**src/rtl/lsd_pkg.sv**
```systemverilog
// Constants for the segment LCD driver control block.
// Assumes an 8-bit special-function register port on a 40 MHz clock.
package lsd_pkg;

  ////////////////////////////////////////////////////////////////////////////
  // Register addresses
  localparam logic [7:0] ADDR_DISPLAY_CONFIG = 8'h95;
  localparam logic [7:0] ADDR_DISPLAY_CLOCK_CTRL = 8'h96;
  localparam logic [7:0] ADDR_SEGMENT_ENABLE_HI = 8'h97;
  localparam logic [7:0] ADDR_DISPLAY_MEM_POINTER = 8'hac;
  localparam logic [7:0] ADDR_DISPLAY_MEM_DATA = 8'hae;
  localparam logic [7:0] ADDR_SCREEN_SCROLL_CONFIG = 8'hb1;
  localparam logic [7:0] ADDR_SEGMENT_ENABLE_LO = 8'hed;

  ////////////////////////////////////////////////////////////////////////////
  // Field positions
  localparam int CFG_MEM_CLEAR_BIT = 6;
  localparam int CFG_BLINK_ON_BIT = 5;
  localparam int CFG_TIMEBASE_BIT = 3;
  localparam int CFG_MUX_LSB = 0;
  localparam int CLK_STYLE_LSB = 6;
  localparam int CLK_RATE_LSB = 4;
  localparam int CLK_DIVIDER_LSB = 0;
  localparam int PTR_WRITE_BIT = 7;
  localparam int PTR_PAGE_LSB = 4;
  localparam int PTR_ADDR_LSB = 0;
  localparam int SCROLL_AUTO_BIT = 7;
  localparam int SCROLL_PAGE_LSB = 2;
  localparam int SCROLL_FREEZE_BIT = 0;

  ////////////////////////////////////////////////////////////////////////////
  // Reset values and writable masks
  localparam logic [7:0] REG_RESET = 8'h00;
  localparam logic [7:0] SEG_HI_MASK = 8'hfc;
  localparam logic [7:0] SEG_LO_MASK = 8'h0f;
  localparam logic [7:0] PTR_MASK = 8'hbf;
  localparam logic [7:0] CFG_MASK = 8'hbf;
  localparam logic [28:0] SEG_PIN_RESET = 29'h1800ffff;

  ////////////////////////////////////////////////////////////////////////////
  // Memory geometry
  localparam int MEM_BYTES = 15;
  localparam int MEM_PAGES = 4;
  localparam int SEG_LINES = 29;

  ////////////////////////////////////////////////////////////////////////////
  // Timing: the prescaler ticks at twice the selected timebase
  localparam int CLK_HZ = 40_000_000;
  localparam int TIMEBASE_FAST_HZ = 2048;
  localparam int TIMEBASE_SLOW_HZ = 128;
  localparam int FAST_TICK_CYCLES = CLK_HZ / (2 * TIMEBASE_FAST_HZ);
  localparam int SLOW_TICK_CYCLES = CLK_HZ / (2 * TIMEBASE_SLOW_HZ);
  // Blink half periods in fast timebase ticks; slow base divides by 16
  localparam logic [12:0] BLINK_RATE0_TICKS = 13'h0800;
  localparam logic [12:0] BLINK_RATE1_TICKS = 13'h0400;
  localparam logic [12:0] BLINK_RATE2_TICKS = 13'h0200;
  localparam logic [12:0] BLINK_RATE3_TICKS = 13'h0100;
  localparam logic [12:0] BLINK_SLOW_TICKS = 13'h1000;
  localparam int SLOW_BASE_SHIFT = 4;

  typedef enum logic [1:0] {
    MUX_STATIC = 2'b00,
    MUX_TWO = 2'b01,
    MUX_THREE = 2'b10,
    MUX_FOUR = 2'b11
  } lsd_mux_e;

  typedef enum logic [1:0] {
    STYLE_BLANK = 2'b00,
    STYLE_SHOW = 2'b01,
    STYLE_AUTO_SLOW = 2'b10,
    STYLE_AUTO = 2'b11
  } lsd_style_e;

endpackage : lsd_pkg

```
**src/rtl/lsd_ctrl.sv**
```systemverilog
// Segment LCD driver control: registers, display memory, timing, blink, scroll.
// Assumes the register port is synchronous to clk and one access per cycle.
//
// Contract
// - Mux 10 makes pin 28 common two; 11 adds 27.
// - Shared pins 27, 28 are segments after reset.
// - Lines 0-15 always on; 16-25 need enables.
// - Shared pin enables independent; disabled keeps GPIO.
// - Memory-clear bit zeroes all display memory.
// - Reset clears all display memory.
// - Timebase bit picks 2048 Hz or 128 Hz.
// - Frame and step rates from timebase, mux, divider.
// - Waveform frequency is common-advance rate.
// - Divider ranges 8-128 Hz fast, 8-32 slow.
// - Polarity inverts at twice common-step rate.
// - Blink enable alternates shown and blanked display.
// - Software blink shows or blanks per style.
// - Automatic blink at one of five rates.
// - Four screens; unfrozen shows selected screen.
// - Auto scroll plus blink steps screens at rate.
// - Scrolling keeps running in every power mode.
// - Four banks of fifteen bytes, two page bits.
// - Byte drives two lines, low nibble even.
// - Display memory kept through deep sleep.
// - Pointer write selects byte, launches transfer.
// - Pointer bit 7 writes, else reads into data.
// - Pointer: write bit 7, page 5:4, address 3:0.
// - Freeze keeps previous image while memory updates.
module lsd_ctrl
  import lsd_pkg::*;
#(
  parameter int FAST_DIV = FAST_TICK_CYCLES,
  parameter int SLOW_DIV = SLOW_TICK_CYCLES
) (
  input wire logic clk,
  input wire logic reset_n,
  input wire logic [7:0] sfrAddr,
  input wire logic [7:0] sfrWrData,
  input wire logic sfrWrEn,
  output logic [7:0] sfrRdData,
  output logic [3:0] commonActive,
  output logic drivePolarity,
  output logic [SEG_LINES-1:0] segmentData,
  output logic [SEG_LINES-1:0] segmentPinLcd,
  output logic pin27IsCommon,
  output logic pin28IsCommon
);

  ////////////////////////////////////////////////////////////////////////////
  // Registers
  logic [7:0] cfgReg;
  logic [7:0] clkCtrlReg;
  logic [7:0] segHiReg;
  logic [7:0] segLoReg;
  logic [7:0] ptrReg;
  logic [7:0] dataReg;
  logic [7:0] scrollReg;
  logic [7:0] memReg [MEM_PAGES][MEM_BYTES];
  logic [7:0] imageReg [MEM_BYTES];

  logic cfgWr, ptrWr, memClear;
  logic [1:0] ptrPage;
  logic [3:0] ptrAddr;
  lsd_mux_e muxSel;
  lsd_style_e blinkStyle;
  logic blinkOn, slowBase, freeze, scrollOn, autoBlink;

  assign cfgWr = sfrWrEn && (sfrAddr == ADDR_DISPLAY_CONFIG);
  assign ptrWr = sfrWrEn && (sfrAddr == ADDR_DISPLAY_MEM_POINTER);
  assign memClear = cfgWr && sfrWrData[CFG_MEM_CLEAR_BIT];
  assign ptrPage = sfrWrData[PTR_PAGE_LSB +: 2];
  assign ptrAddr = sfrWrData[PTR_ADDR_LSB +: 4];
  assign muxSel = lsd_mux_e'(cfgReg[CFG_MUX_LSB +: 2]);
  assign blinkStyle = lsd_style_e'(clkCtrlReg[CLK_STYLE_LSB +: 2]);
  assign blinkOn = cfgReg[CFG_BLINK_ON_BIT];
  assign slowBase = cfgReg[CFG_TIMEBASE_BIT];
  assign freeze = scrollReg[SCROLL_FREEZE_BIT];
  assign scrollOn = scrollReg[SCROLL_AUTO_BIT] && blinkOn;
  assign autoBlink = blinkOn && blinkStyle[1];

  always_ff @(posedge clk) begin
    if (!reset_n) begin
      cfgReg <= REG_RESET;
      clkCtrlReg <= REG_RESET;
      segHiReg <= REG_RESET;
      segLoReg <= REG_RESET;
      scrollReg <= REG_RESET;
      ptrReg <= REG_RESET;
    end else if (sfrWrEn) begin
      unique case (sfrAddr)
        ADDR_DISPLAY_CONFIG: cfgReg <= sfrWrData & CFG_MASK;
        ADDR_DISPLAY_CLOCK_CTRL: clkCtrlReg <= sfrWrData;
        ADDR_SEGMENT_ENABLE_HI: segHiReg <= sfrWrData & SEG_HI_MASK;
        ADDR_SEGMENT_ENABLE_LO: segLoReg <= sfrWrData & SEG_LO_MASK;
        ADDR_SCREEN_SCROLL_CONFIG: scrollReg <= sfrWrData;
        ADDR_DISPLAY_MEM_POINTER: ptrReg <= sfrWrData & PTR_MASK;
        default: ;
      endcase
    end
  end

  ////////////////////////////////////////////////////////////////////////////
  // Display memory and indirect access
  always_ff @(posedge clk) begin
    if (!reset_n || memClear) begin
      for (int p = 0; p < MEM_PAGES; p++) begin
        for (int b = 0; b < MEM_BYTES; b++) begin
          memReg[p][b] <= 8'h00;
        end
      end
    end else if (ptrWr && sfrWrData[PTR_WRITE_BIT] && ptrAddr < 4'(MEM_BYTES)) begin
      memReg[ptrPage][ptrAddr] <= dataReg;
    end
  end

  always_ff @(posedge clk) begin
    if (!reset_n) begin
      dataReg <= REG_RESET;
    end else if (sfrWrEn && sfrAddr == ADDR_DISPLAY_MEM_DATA) begin
      dataReg <= sfrWrData;
    end else if (ptrWr && !sfrWrData[PTR_WRITE_BIT]) begin
      dataReg <= (ptrAddr < 4'(MEM_BYTES)) ? memReg[ptrPage][ptrAddr] : 8'h00;
    end
  end

  always_ff @(posedge clk) begin
    if (!reset_n) begin
      sfrRdData <= 8'h00;
    end else begin
      unique case (sfrAddr)
        ADDR_DISPLAY_CONFIG: sfrRdData <= cfgReg;
        ADDR_DISPLAY_CLOCK_CTRL: sfrRdData <= clkCtrlReg;
        ADDR_SEGMENT_ENABLE_HI: sfrRdData <= segHiReg;
        ADDR_SEGMENT_ENABLE_LO: sfrRdData <= segLoReg;
        ADDR_SCREEN_SCROLL_CONFIG: sfrRdData <= scrollReg;
        ADDR_DISPLAY_MEM_POINTER: sfrRdData <= ptrReg;
        ADDR_DISPLAY_MEM_DATA: sfrRdData <= dataReg;
        default: sfrRdData <= 8'h00;
      endcase
    end
  end

  ////////////////////////////////////////////////////////////////////////////
  // Timebase prescaler, ticks at twice the selected timebase
  logic [17:0] preCntReg;
  logic [17:0] preLimit;
  logic tick, baseTick, tickPhaseReg;

  assign preLimit = slowBase ? 18'(SLOW_DIV - 1) : 18'(FAST_DIV - 1);
  assign tick = (preCntReg >= preLimit);
  assign baseTick = tick && tickPhaseReg;

  always_ff @(posedge clk) begin
    if (!reset_n) begin
      preCntReg <= '0;
      tickPhaseReg <= 1'b0;
    end else if (tick) begin
      preCntReg <= '0;
      tickPhaseReg <= !tickPhaseReg;
    end else begin
      preCntReg <= preCntReg + 18'd1;
    end
  end

  ////////////////////////////////////////////////////////////////////////////
  // Common stepping and polarity inversion
  // Seven bits: divider 15 needs 64 ticks
  function automatic logic [6:0] halfTicks(input logic slow, input logic [3:0] fd);
    if (slow) begin
      halfTicks = (fd[1:0] == 2'b11) ? 7'd4 : 7'(1 << fd[1:0]);
    end else begin
      halfTicks = {1'b0, fd, 2'b00} + 7'd4;
    end
  endfunction : halfTicks

  logic [6:0] halfCntReg;
  logic halfPhaseReg;
  logic [1:0] comReg;
  logic halfDone;

  assign halfDone = tick && (halfCntReg + 7'd1 >= halfTicks(slowBase,
      clkCtrlReg[CLK_DIVIDER_LSB +: 4]));

  always_ff @(posedge clk) begin
    if (!reset_n) begin
      halfCntReg <= '0;
      halfPhaseReg <= 1'b0;
      comReg <= 2'd0;
    end else if (halfDone) begin
      halfCntReg <= '0;
      halfPhaseReg <= !halfPhaseReg;
      if (halfPhaseReg) begin
        comReg <= (comReg >= muxSel) ? 2'd0 : comReg + 2'd1;
      end
    end else if (tick) begin
      halfCntReg <= halfCntReg + 7'd1;
    end
  end

  ////////////////////////////////////////////////////////////////////////////
  // Blink and scroll timing
  function automatic logic [12:0] blinkTicks(input lsd_style_e st, input logic [1:0] rate,
                                             input logic slow);
    logic [12:0] t;
    t = BLINK_SLOW_TICKS;
    if (st == STYLE_AUTO) begin
      unique case (rate)
        2'd0: t = BLINK_RATE0_TICKS;
        2'd1: t = BLINK_RATE1_TICKS;
        2'd2: t = BLINK_RATE2_TICKS;
        2'd3: t = BLINK_RATE3_TICKS;
      endcase
    end
    blinkTicks = slow ? (t >> SLOW_BASE_SHIFT) : t;
  endfunction : blinkTicks

  logic [12:0] blinkCntReg;
  logic blinkEvent, visibleReg, blinkPhaseReg;
  logic [1:0] scrollPageReg;

  assign blinkEvent = baseTick && (blinkCntReg + 13'd1 >= blinkTicks(blinkStyle,
      clkCtrlReg[CLK_RATE_LSB +: 2], slowBase));

  always_ff @(posedge clk) begin
    if (!reset_n || !(autoBlink || scrollOn)) begin
      blinkCntReg <= '0;
      blinkPhaseReg <= 1'b1;
    end else if (blinkEvent) begin
      blinkCntReg <= '0;
      blinkPhaseReg <= !blinkPhaseReg;
    end else if (baseTick) begin
      blinkCntReg <= blinkCntReg + 13'd1;
    end
  end

  always_ff @(posedge clk) begin
    if (!reset_n) begin
      scrollPageReg <= 2'd0;
    end else if (scrollOn && blinkEvent) begin
      scrollPageReg <= scrollPageReg + 2'd1;
    end
  end

  always_ff @(posedge clk) begin
    if (!reset_n || !blinkOn || scrollOn) begin
      visibleReg <= 1'b1;
    end else if (autoBlink) begin
      visibleReg <= blinkPhaseReg;
    end else begin
      visibleReg <= blinkStyle[0];
    end
  end

  ////////////////////////////////////////////////////////////////////////////
  // Image latch, frozen while firmware updates memory
  logic [1:0] livePage;
  logic [1:0] shownPageReg;

  assign livePage = scrollOn ? scrollPageReg : scrollReg[SCROLL_PAGE_LSB +: 2];

  always_ff @(posedge clk) begin
    if (!reset_n) begin
      shownPageReg <= 2'd0;
      for (int b = 0; b < MEM_BYTES; b++) begin
        imageReg[b] <= 8'h00;
      end
    end else if (!freeze) begin
      shownPageReg <= livePage;
      for (int b = 0; b < MEM_BYTES; b++) begin
        imageReg[b] <= memReg[livePage][b];
      end
    end
  end

  ////////////////////////////////////////////////////////////////////////////
  // Pin drive
  always_ff @(posedge clk) begin
    if (!reset_n) begin
      segmentPinLcd <= SEG_PIN_RESET;
      pin27IsCommon <= 1'b0;
      pin28IsCommon <= 1'b0;
      commonActive <= 4'h0;
      drivePolarity <= 1'b0;
      segmentData <= '0;
    end else begin
      segmentPinLcd[15:0] <= 16'hffff;
      segmentPinLcd[19:16] <= segLoReg[3:0];
      segmentPinLcd[25:20] <= segHiReg[7:2];
      segmentPinLcd[26] <= 1'b0;
      segmentPinLcd[27] <= (muxSel != MUX_FOUR);
      segmentPinLcd[28] <= !muxSel[1];
      pin27IsCommon <= (muxSel == MUX_FOUR);
      pin28IsCommon <= muxSel[1];
      commonActive <= 4'(1 << comReg);
      drivePolarity <= halfPhaseReg;
      for (int s = 0; s < SEG_LINES; s++) begin
        segmentData[s] <= (visibleReg && imageReg[s / 2][(s % 2) * 4 + comReg])
            ^ halfPhaseReg;
      end
      if (muxSel[1]) begin
        segmentData[28] <= 1'b0;
      end
      if (muxSel == MUX_FOUR) begin
        segmentData[27] <= 1'b0;
      end
    end
  end

  logic memAllZero;
  always_comb begin
    memAllZero = 1'b1;
    for (int p = 0; p < MEM_PAGES; p++) begin
      for (int b = 0; b < MEM_BYTES; b++) begin
        memAllZero = memAllZero && (memReg[p][b] == 8'h00);
      end
    end
  end
endmodule : lsd_ctrl

```
**config.mk**
```make
export PLATFORM = sky130hd
export DESIGN_NAME = lsd_ctrl
export DESIGN_NICKNAME = d
export VERILOG_FILES = /design/src/rtl/lsd_pkg.sv /design/src/rtl/lsd_ctrl.sv
export SDC_FILE = /design/constraint.sdc
export NUM_CORES = 2
export LEC_CHECK = 0
export BUFFER_PORTS_ARGS = -buffer_cell sky130_fd_sc_hd__buf_4
export CORE_MARGIN = 8
export CORE_UTILIZATION = 57
export CTS_CLUSTER_DIAMETER = 30
export DETAILED_ROUTE_END_ITERATION = 10
export GPL_ROUTABILITY_DRIVEN = 0
export PLACE_DENSITY = 0.84
export SLEW_MARGIN = 20
export SYNTH_ARGS = -nofsm -noshare
export SYNTH_HDL_FRONTEND = slang
export SYNTH_SLANG_ARGS = --single-unit
```
**constraint.sdc**
```tcl
create_clock -name clk -period 4.46 [get_ports clk]
set_input_delay 0.669 -clock clk [delete_from_list [all_inputs] [get_ports clk]]
set_output_delay 0.669 -clock clk [all_outputs]
set_load 0.02 [all_outputs]
```
# [After elaboration in Yosys (flattened, before gate mapping)]
# Memories as Yosys holds them, arrays and structs flattened.
# Index checks and enable logic that the tools add are counted.
[word_totals] regBits=167 latch_bits=0 ram_bits=600 rom_bits=0 in_bits=19 output_inout_bits=73 elab_cells=280 mem_count=2
[memory_table] name="memReg" words=4 word_bits=120 read_ports=2 rd_clocked_by_memory_dff=0 write_ports=4 line="lsd_ctrl.sv:58" source="logic [7:0] memReg [MEM_PAGES][MEM_BYTES];"
[memory_table] name="imageReg" words=15 word_bits=8 read_ports=15 rd_clocked_by_memory_dff=0 write_ports=15 line="lsd_ctrl.sv:59" source="logic [7:0] imageReg [MEM_BYTES];"
[classes] add_sub_neg=7 multipliers=0 div_mod_pow=0 order_cmp=9 eq_ne=14 n_shift=2 mux=103 n_bitwise=46 reduce_logical=71
[ops] operator="$mux W120" count=3
[ops] operator="$mux W8" count=21
[ops] operator="$reduce_or A120 Y1" count=1
[ops] operator="$eq A8 B8 Y1 const B" count=7
[ops] operator="$pmux W8 S7" count=1
[ops] operator="$pmux W13 S4" count=1
[ops] operator="$logic_and A1 B1 Y1" count=43
[ops] operator="$bmux W1 S3" count=14
[ops] operator="$mux W1" count=38
[ops] operator="$bmux W8 S4" count=1
[ops] operator="$demux W8 S4" count=1
[ops] operator="$bmux W1 S2" count=15
[ops] operator="$xor A1 B1 Y1" count=29
[ops] operator="$mux W13" count=2
[ops] operator="$add A18 B1 Y18 const B" count=1
[ops] operator="$ge A18 B18 Y1" count=1
[ops] operator="$mux W18" count=1
[ops] operator="$or A1 B1 Y1" count=15
[ops] operator="$mux W7" count=2
[ops] operator="$reduce_and A2 Y1" count=7
[ops] operator="$add A13 B1 Y13 const B" count=1
[ops] operator="$ge A13 B13 Y1" count=1
[ops] operator="$eq A2 B2 Y1 const B" count=5
[ops] operator="$reduce_or A2 Y1" count=5
[ops] operator="other kinds (21)" count=36

# [Logic depth before layout (Yosys ltp)]
[logic_depth] word_depth=9 depth_mapped=13 mapped_depth_nobuf=12

# [Worst setup path before layout]
# No wires, ideal clock.
[synth_path] path_kind="input -> register" from="in reset_n" to="mem imageReg[0][0], enable pin" setup_ns=1.035 arrival_time_ns=3.370 required_time_ns=3.425 path_slack_ns=0.056 path_stages=4 n_path_buf=3 cell_sequence="clkbuf_1 > clkbuf_1 > clkbuf_1 > nand2_1"
[synth_lines] item="from (decl)" line="lsd_ctrl.sv:36" source="input wire logic reset_n,"
[synth_lines] item="to (decl)" line="lsd_ctrl.sv:59"

# [Final worst setup path]
[layout_path] from="reg blinkCntReg[1]" to="reg blinkCntReg[2]"
[layout_via] elab_chain_cells=4
[layout_rtl] item="from (decl)" line="lsd_ctrl.sv:217" source="logic [12:0] blinkCntReg;"
[layout_rtl] item="from (signal assigned)" line="lsd_ctrl.sv:232" source="blinkCntReg <= blinkCntReg + 13'd1;"
[layout_rtl] item="$add A13 B1 Y13 *" line="lsd_ctrl.sv:221, lsd_ctrl.sv:232"
[layout_rtl] item="$ge A13 B13 Y1" line="lsd_ctrl.sv:221" source="assign blinkEvent = baseTick && (blinkCntReg + 13'd1 >= blinkTicks(blinkStyle,"
[layout_rtl] item="$logic_and A1 B1 Y1" line="lsd_ctrl.sv:221"
[layout_rtl] item="$reduce_or A2 Y1 (no source line)"
# Mark *: on every way between the ends. The rest lies on a longest branch, timed or not.
# A chain may end at the register's enable or synchronous reset.

==> metrics.csv <==
stage,metric,value,unit
status,outcome,"finished, final reports clean",
clock_tree,clock latency on the worst-skew pair,0.74,ns
finish,filler instances,4115,
setup_path,CP max FO,11,
logic_synthesis,"Async S/R FF share, synth",0,%
logic_synthesis,top post-synthesis cells by area,"edfxtp_1 (48%), mux4_2 (15%), and2_1 (9.0%)",
placed_design,Placed Area,38820,um2
drt,DR pass1 iterations,7,
clock_tree,Worst-path clk slew,0.05,ns
logic_synthesis,Post-synth top flop,edfxtp_1,
clock_tree,root buf cell,clkbuf_16,
clock_tree,clock buffer depth,3,
die,die area,73770,um2
sta,Final min period,3.387,ns
sta,RSZ-0062 raised after global routing,no,
setup_path,CP max stage delay,0.49,ns
drt,Routed WL,105.4,mm
job,Max Cap Viol,0,
sta,max frequency,295.2,MHz
setup_path,crit path cell chain,"ha_1, nand3_1, or3_1, xnor2_1, ha_1, a211oi_1, o21ai_0, o221ai_1, and2_1, and2_1, a32o_1",
sta,Slew @ Worst Pin,1.132,ns
pwr,Max VDD drop,0.2602,mV
sta,final setup vio count,0,
finish,# nets final,2934,
global_routing,GRT overflow,0,
sta,Slew Limit Fails,0,
sta,Final period util,75.95,%
clock_tree,number of setup buffers added after CTS,0,
logic_synthesis,post-synth top area cell,edfxtp_1,
die,core region area,64580,um2
setup_path,Startpoint Class,register,
pwr,Static Leak,0.01624,uW
global_routing,first-pass GRT wire length,158.6,mm
logic_synthesis,Post-Syn Instances,2768,
pwr,pwr dens,442.9,nW/um2
setup_path,Slowest cell on crit path,or3_1,
drt,remaining antenna violation count,0,
die,Core Rows,93,
sta,final hold vios,0,
pwr,Sw Share,22.04,%
sta,Slew headroom,24.55,%
drt,First DRT Iteration DRCs,3742,
drt,vias per inst,6.657,
die,Die H,271.6,um
setup_path,CP arrival,4.02,ns
clock_tree,TritonCTS clock tree,yes,
die,Die Wd,271.6,um
clock_tree,clock sink total,746,
logic_synthesis,Post-synth EDFFs,596,
finish,share of cells above drive strength 1,23.96,%
setup_path,CP Capture Type,register,
clock_tree,Num CTS Buffers,138,
setup_path,CP required,5.10,ns
die,num ports,92,
clock_tree,H-tree level count,4,
pwr,Seq pwr share,40.6,%
drt,routed len/inst,27.38,um
placed_design,port bufs,74,
logic_synthesis,sequential cell area fraction in the yosys report,56.12,%
pwr,Switching Power,4252,uW
drt,DR vias,25630,
die,Starting Density,57.66,%
sta,Setup Total Neg Slack,0,ns
placed_design,Detail Placement HPWL,65.31,mm
placed_design,placed insts,3596,
clock_tree,hold buffers post-CTS,0,
sta,clk_skew,0.03197,ns
finish,area grow syn2layout,17.00,%
clock_tree,CTS resizes,0,
drt,DRC viols,0,
finish,Final Non-Filler Cells,3850,
global_routing,initial antenna violation count,6,
logic_synthesis,Syn. warnings,0,
finish,post-route cell area,43570,um2
logic_synthesis,synthesized area per cell,13.45,um2
logic_synthesis,Yosys reg bits,746,
setup_path,Crit Path Class,register to register,
global_routing,vias in the first global route,26420,
logic_synthesis,Netlist cell types,73,
global_routing,largest net degree at the start of global routing,117,
logic_synthesis,share of the synthesized area in the top cell type,48.06,%
pwr,clock share of power,55.1,%
pwr,Logic pwr share,4.3,%
global_routing,gr usage total,28.13,%
hold_path,Min-Delay Path Class,input pin to register,
logic_synthesis,"Cell Area, Synth",37240,um2
pwr,Internal Power,15040,uW
synth_stat cells, drive strengths merged, types with 69 or more instances:
library cell  instances
clkbuf              135
edfxtp              596
and2                535
buf                  85
o21ai                70
nand2               152
nor2                137
a21oi                85
nor2b                92
nand3                69
mux4                253
dfxtp               150
power by group through the flow:
stage | Clock (uW) | Sequential, uW | Combinational (uW)
final | 10600 | 7830 | 834
after global routing | 11000 | 7840 | 862
after CTS | 10700 | 7820 | 815
after detailed placement | 0 | 7950 | 798
after global placement | 0 | 7920 | 778
after floorplan | 0 | 7900 | 549
metrics by stage:
stage          setup WS [ns]  utilization, %  hold WS, ns  total power (uW)
6_report               1.073           67.46       0.2786             19290
5_1_grt               0.8521           67.45       0.2775             19700
4_1_cts                1.127           67.45       0.2391             19320
3_5_place_dp          0.6783           60.12       0.4537              8744
3_3_place_gp          0.6353           60.12       0.4399              8701
2_1_floorplan        0.05559               -       0.4357              8445
state kept, by name (all words and copies together), names as in the netlist, 4 cells and up:
register	count
memReg	480
imageReg	116
segmentData	29
preCntReg	18
blinkCntReg	13
segmentPinLcd	12
clkCtrlReg	8
dataReg	8
scrollReg	8
sfrRdData	8
cfgReg	7
halfCntReg	7
ptrReg	7
segHiReg	6
commonActive	4
segLoReg	4
final timing paths:
kind	startpoint	to	slack, ns	cells past startpoint
setup / recovery	blinkCntReg[1]	blinkCntReg[2]	1.07	11
hold / removal	sfrWrData[7]	segHiReg[7]	0.28	3
setup reg to reg	blinkCntReg[1]	blinkCntReg[2]	1.07	11
hold reg to reg	scrollReg[1]	scrollReg[1]	0.46	2
layer usage:
metal	global-route usage, %	vias to the layer above	part of all wire [%]
li1	-	10530	-
met1	32.92	12660	33
met2	45.79	1962	48
met3	8.660	468	12
met4	16.38	8	6.3
met5	0	-	0.053
layout by cell type (no fill, tap or decap), drive strengths merged, types with 4 or more instances in the layout:
cell      Yosys  routed
or3           4       4
nor2b        92      92
buf          85     177
nand2b       32      32
a211oi        5       5
o21ai        70      70
a22o          7       7
conb          2      17
mux2i        40      40
ha           34      34
nor3b         4       4
a2111o        7       7
a22oi        52      52
and2        535     535
a32oi         7       7
a32o          4       4
xor2         17      17
and3         20      20
bufinv        0      17
clkinvlp      0      11
dfxtp       150     150
nor3         21      21
xnor2        49      49
clkbuf      135     166
nor2        137     137
o211ai        8       8
nand2       152     152
mux2          7       7
clkinv        1      40
nand3b        4       4
nand3        69      69
mux4        253     253
nand4        15      15
inv          14      33
a31oi        14      14
edfxtp      596     596
a21oi        85      85
final cells by class:
type / instances / area (um2) / share of cell area (%)
Antenna cell: 3 / 7.507 / 0.01723
Sequential cell: 746 / 20910 / 48.00
Inverter: 15 / 56.30 / 0.1292
Multi-Input combinational cell: 1802 / 15370 / 35.27
Timing Repair Buffer: 178 / 1418 / 3.254
Tap cell: 855 / 1070 / 2.455
Clock buffer: 165 / 3742 / 8.589
Clock inverter: 86 / 996.0 / 2.286
kinds of logic (layout without fill, tap and decap cells):
| group | after synthesis | after routing | synth area share (%) |
|---|---|---|---|
| AO/OA/AOI/OAI | 284 | 284 | 4.983 |
| XOR/XNOR | 66 | 66 | 1.552 |
| adder cells (fa/ha/maj) | 34 | 34 | 1.142 |
| buffers and inverters | 235 | 444 | 2.856 |
| flip-flops | 746 | 746 | 56.12 |
| multiplexers | 300 | 300 | 16.59 |
| other | 2 | 20 | 0.02017 |
| AND/OR/NAND/NOR | 1101 | 1101 | 16.74 |
worst max-delay path: cells and delay by family, from the launching register on:
kind / cells / cell delay, ns
AOI/OAI and AO/OA: 4 / 0.75
xor gates and xnor gates: 1 / 0.16
adders and majority gates: 2 / 0.54
DFF: 1 / 0.43
and+or+nand+nor: 4 / 1.42
No activity file was read; power rests on OpenSTA's default activity.
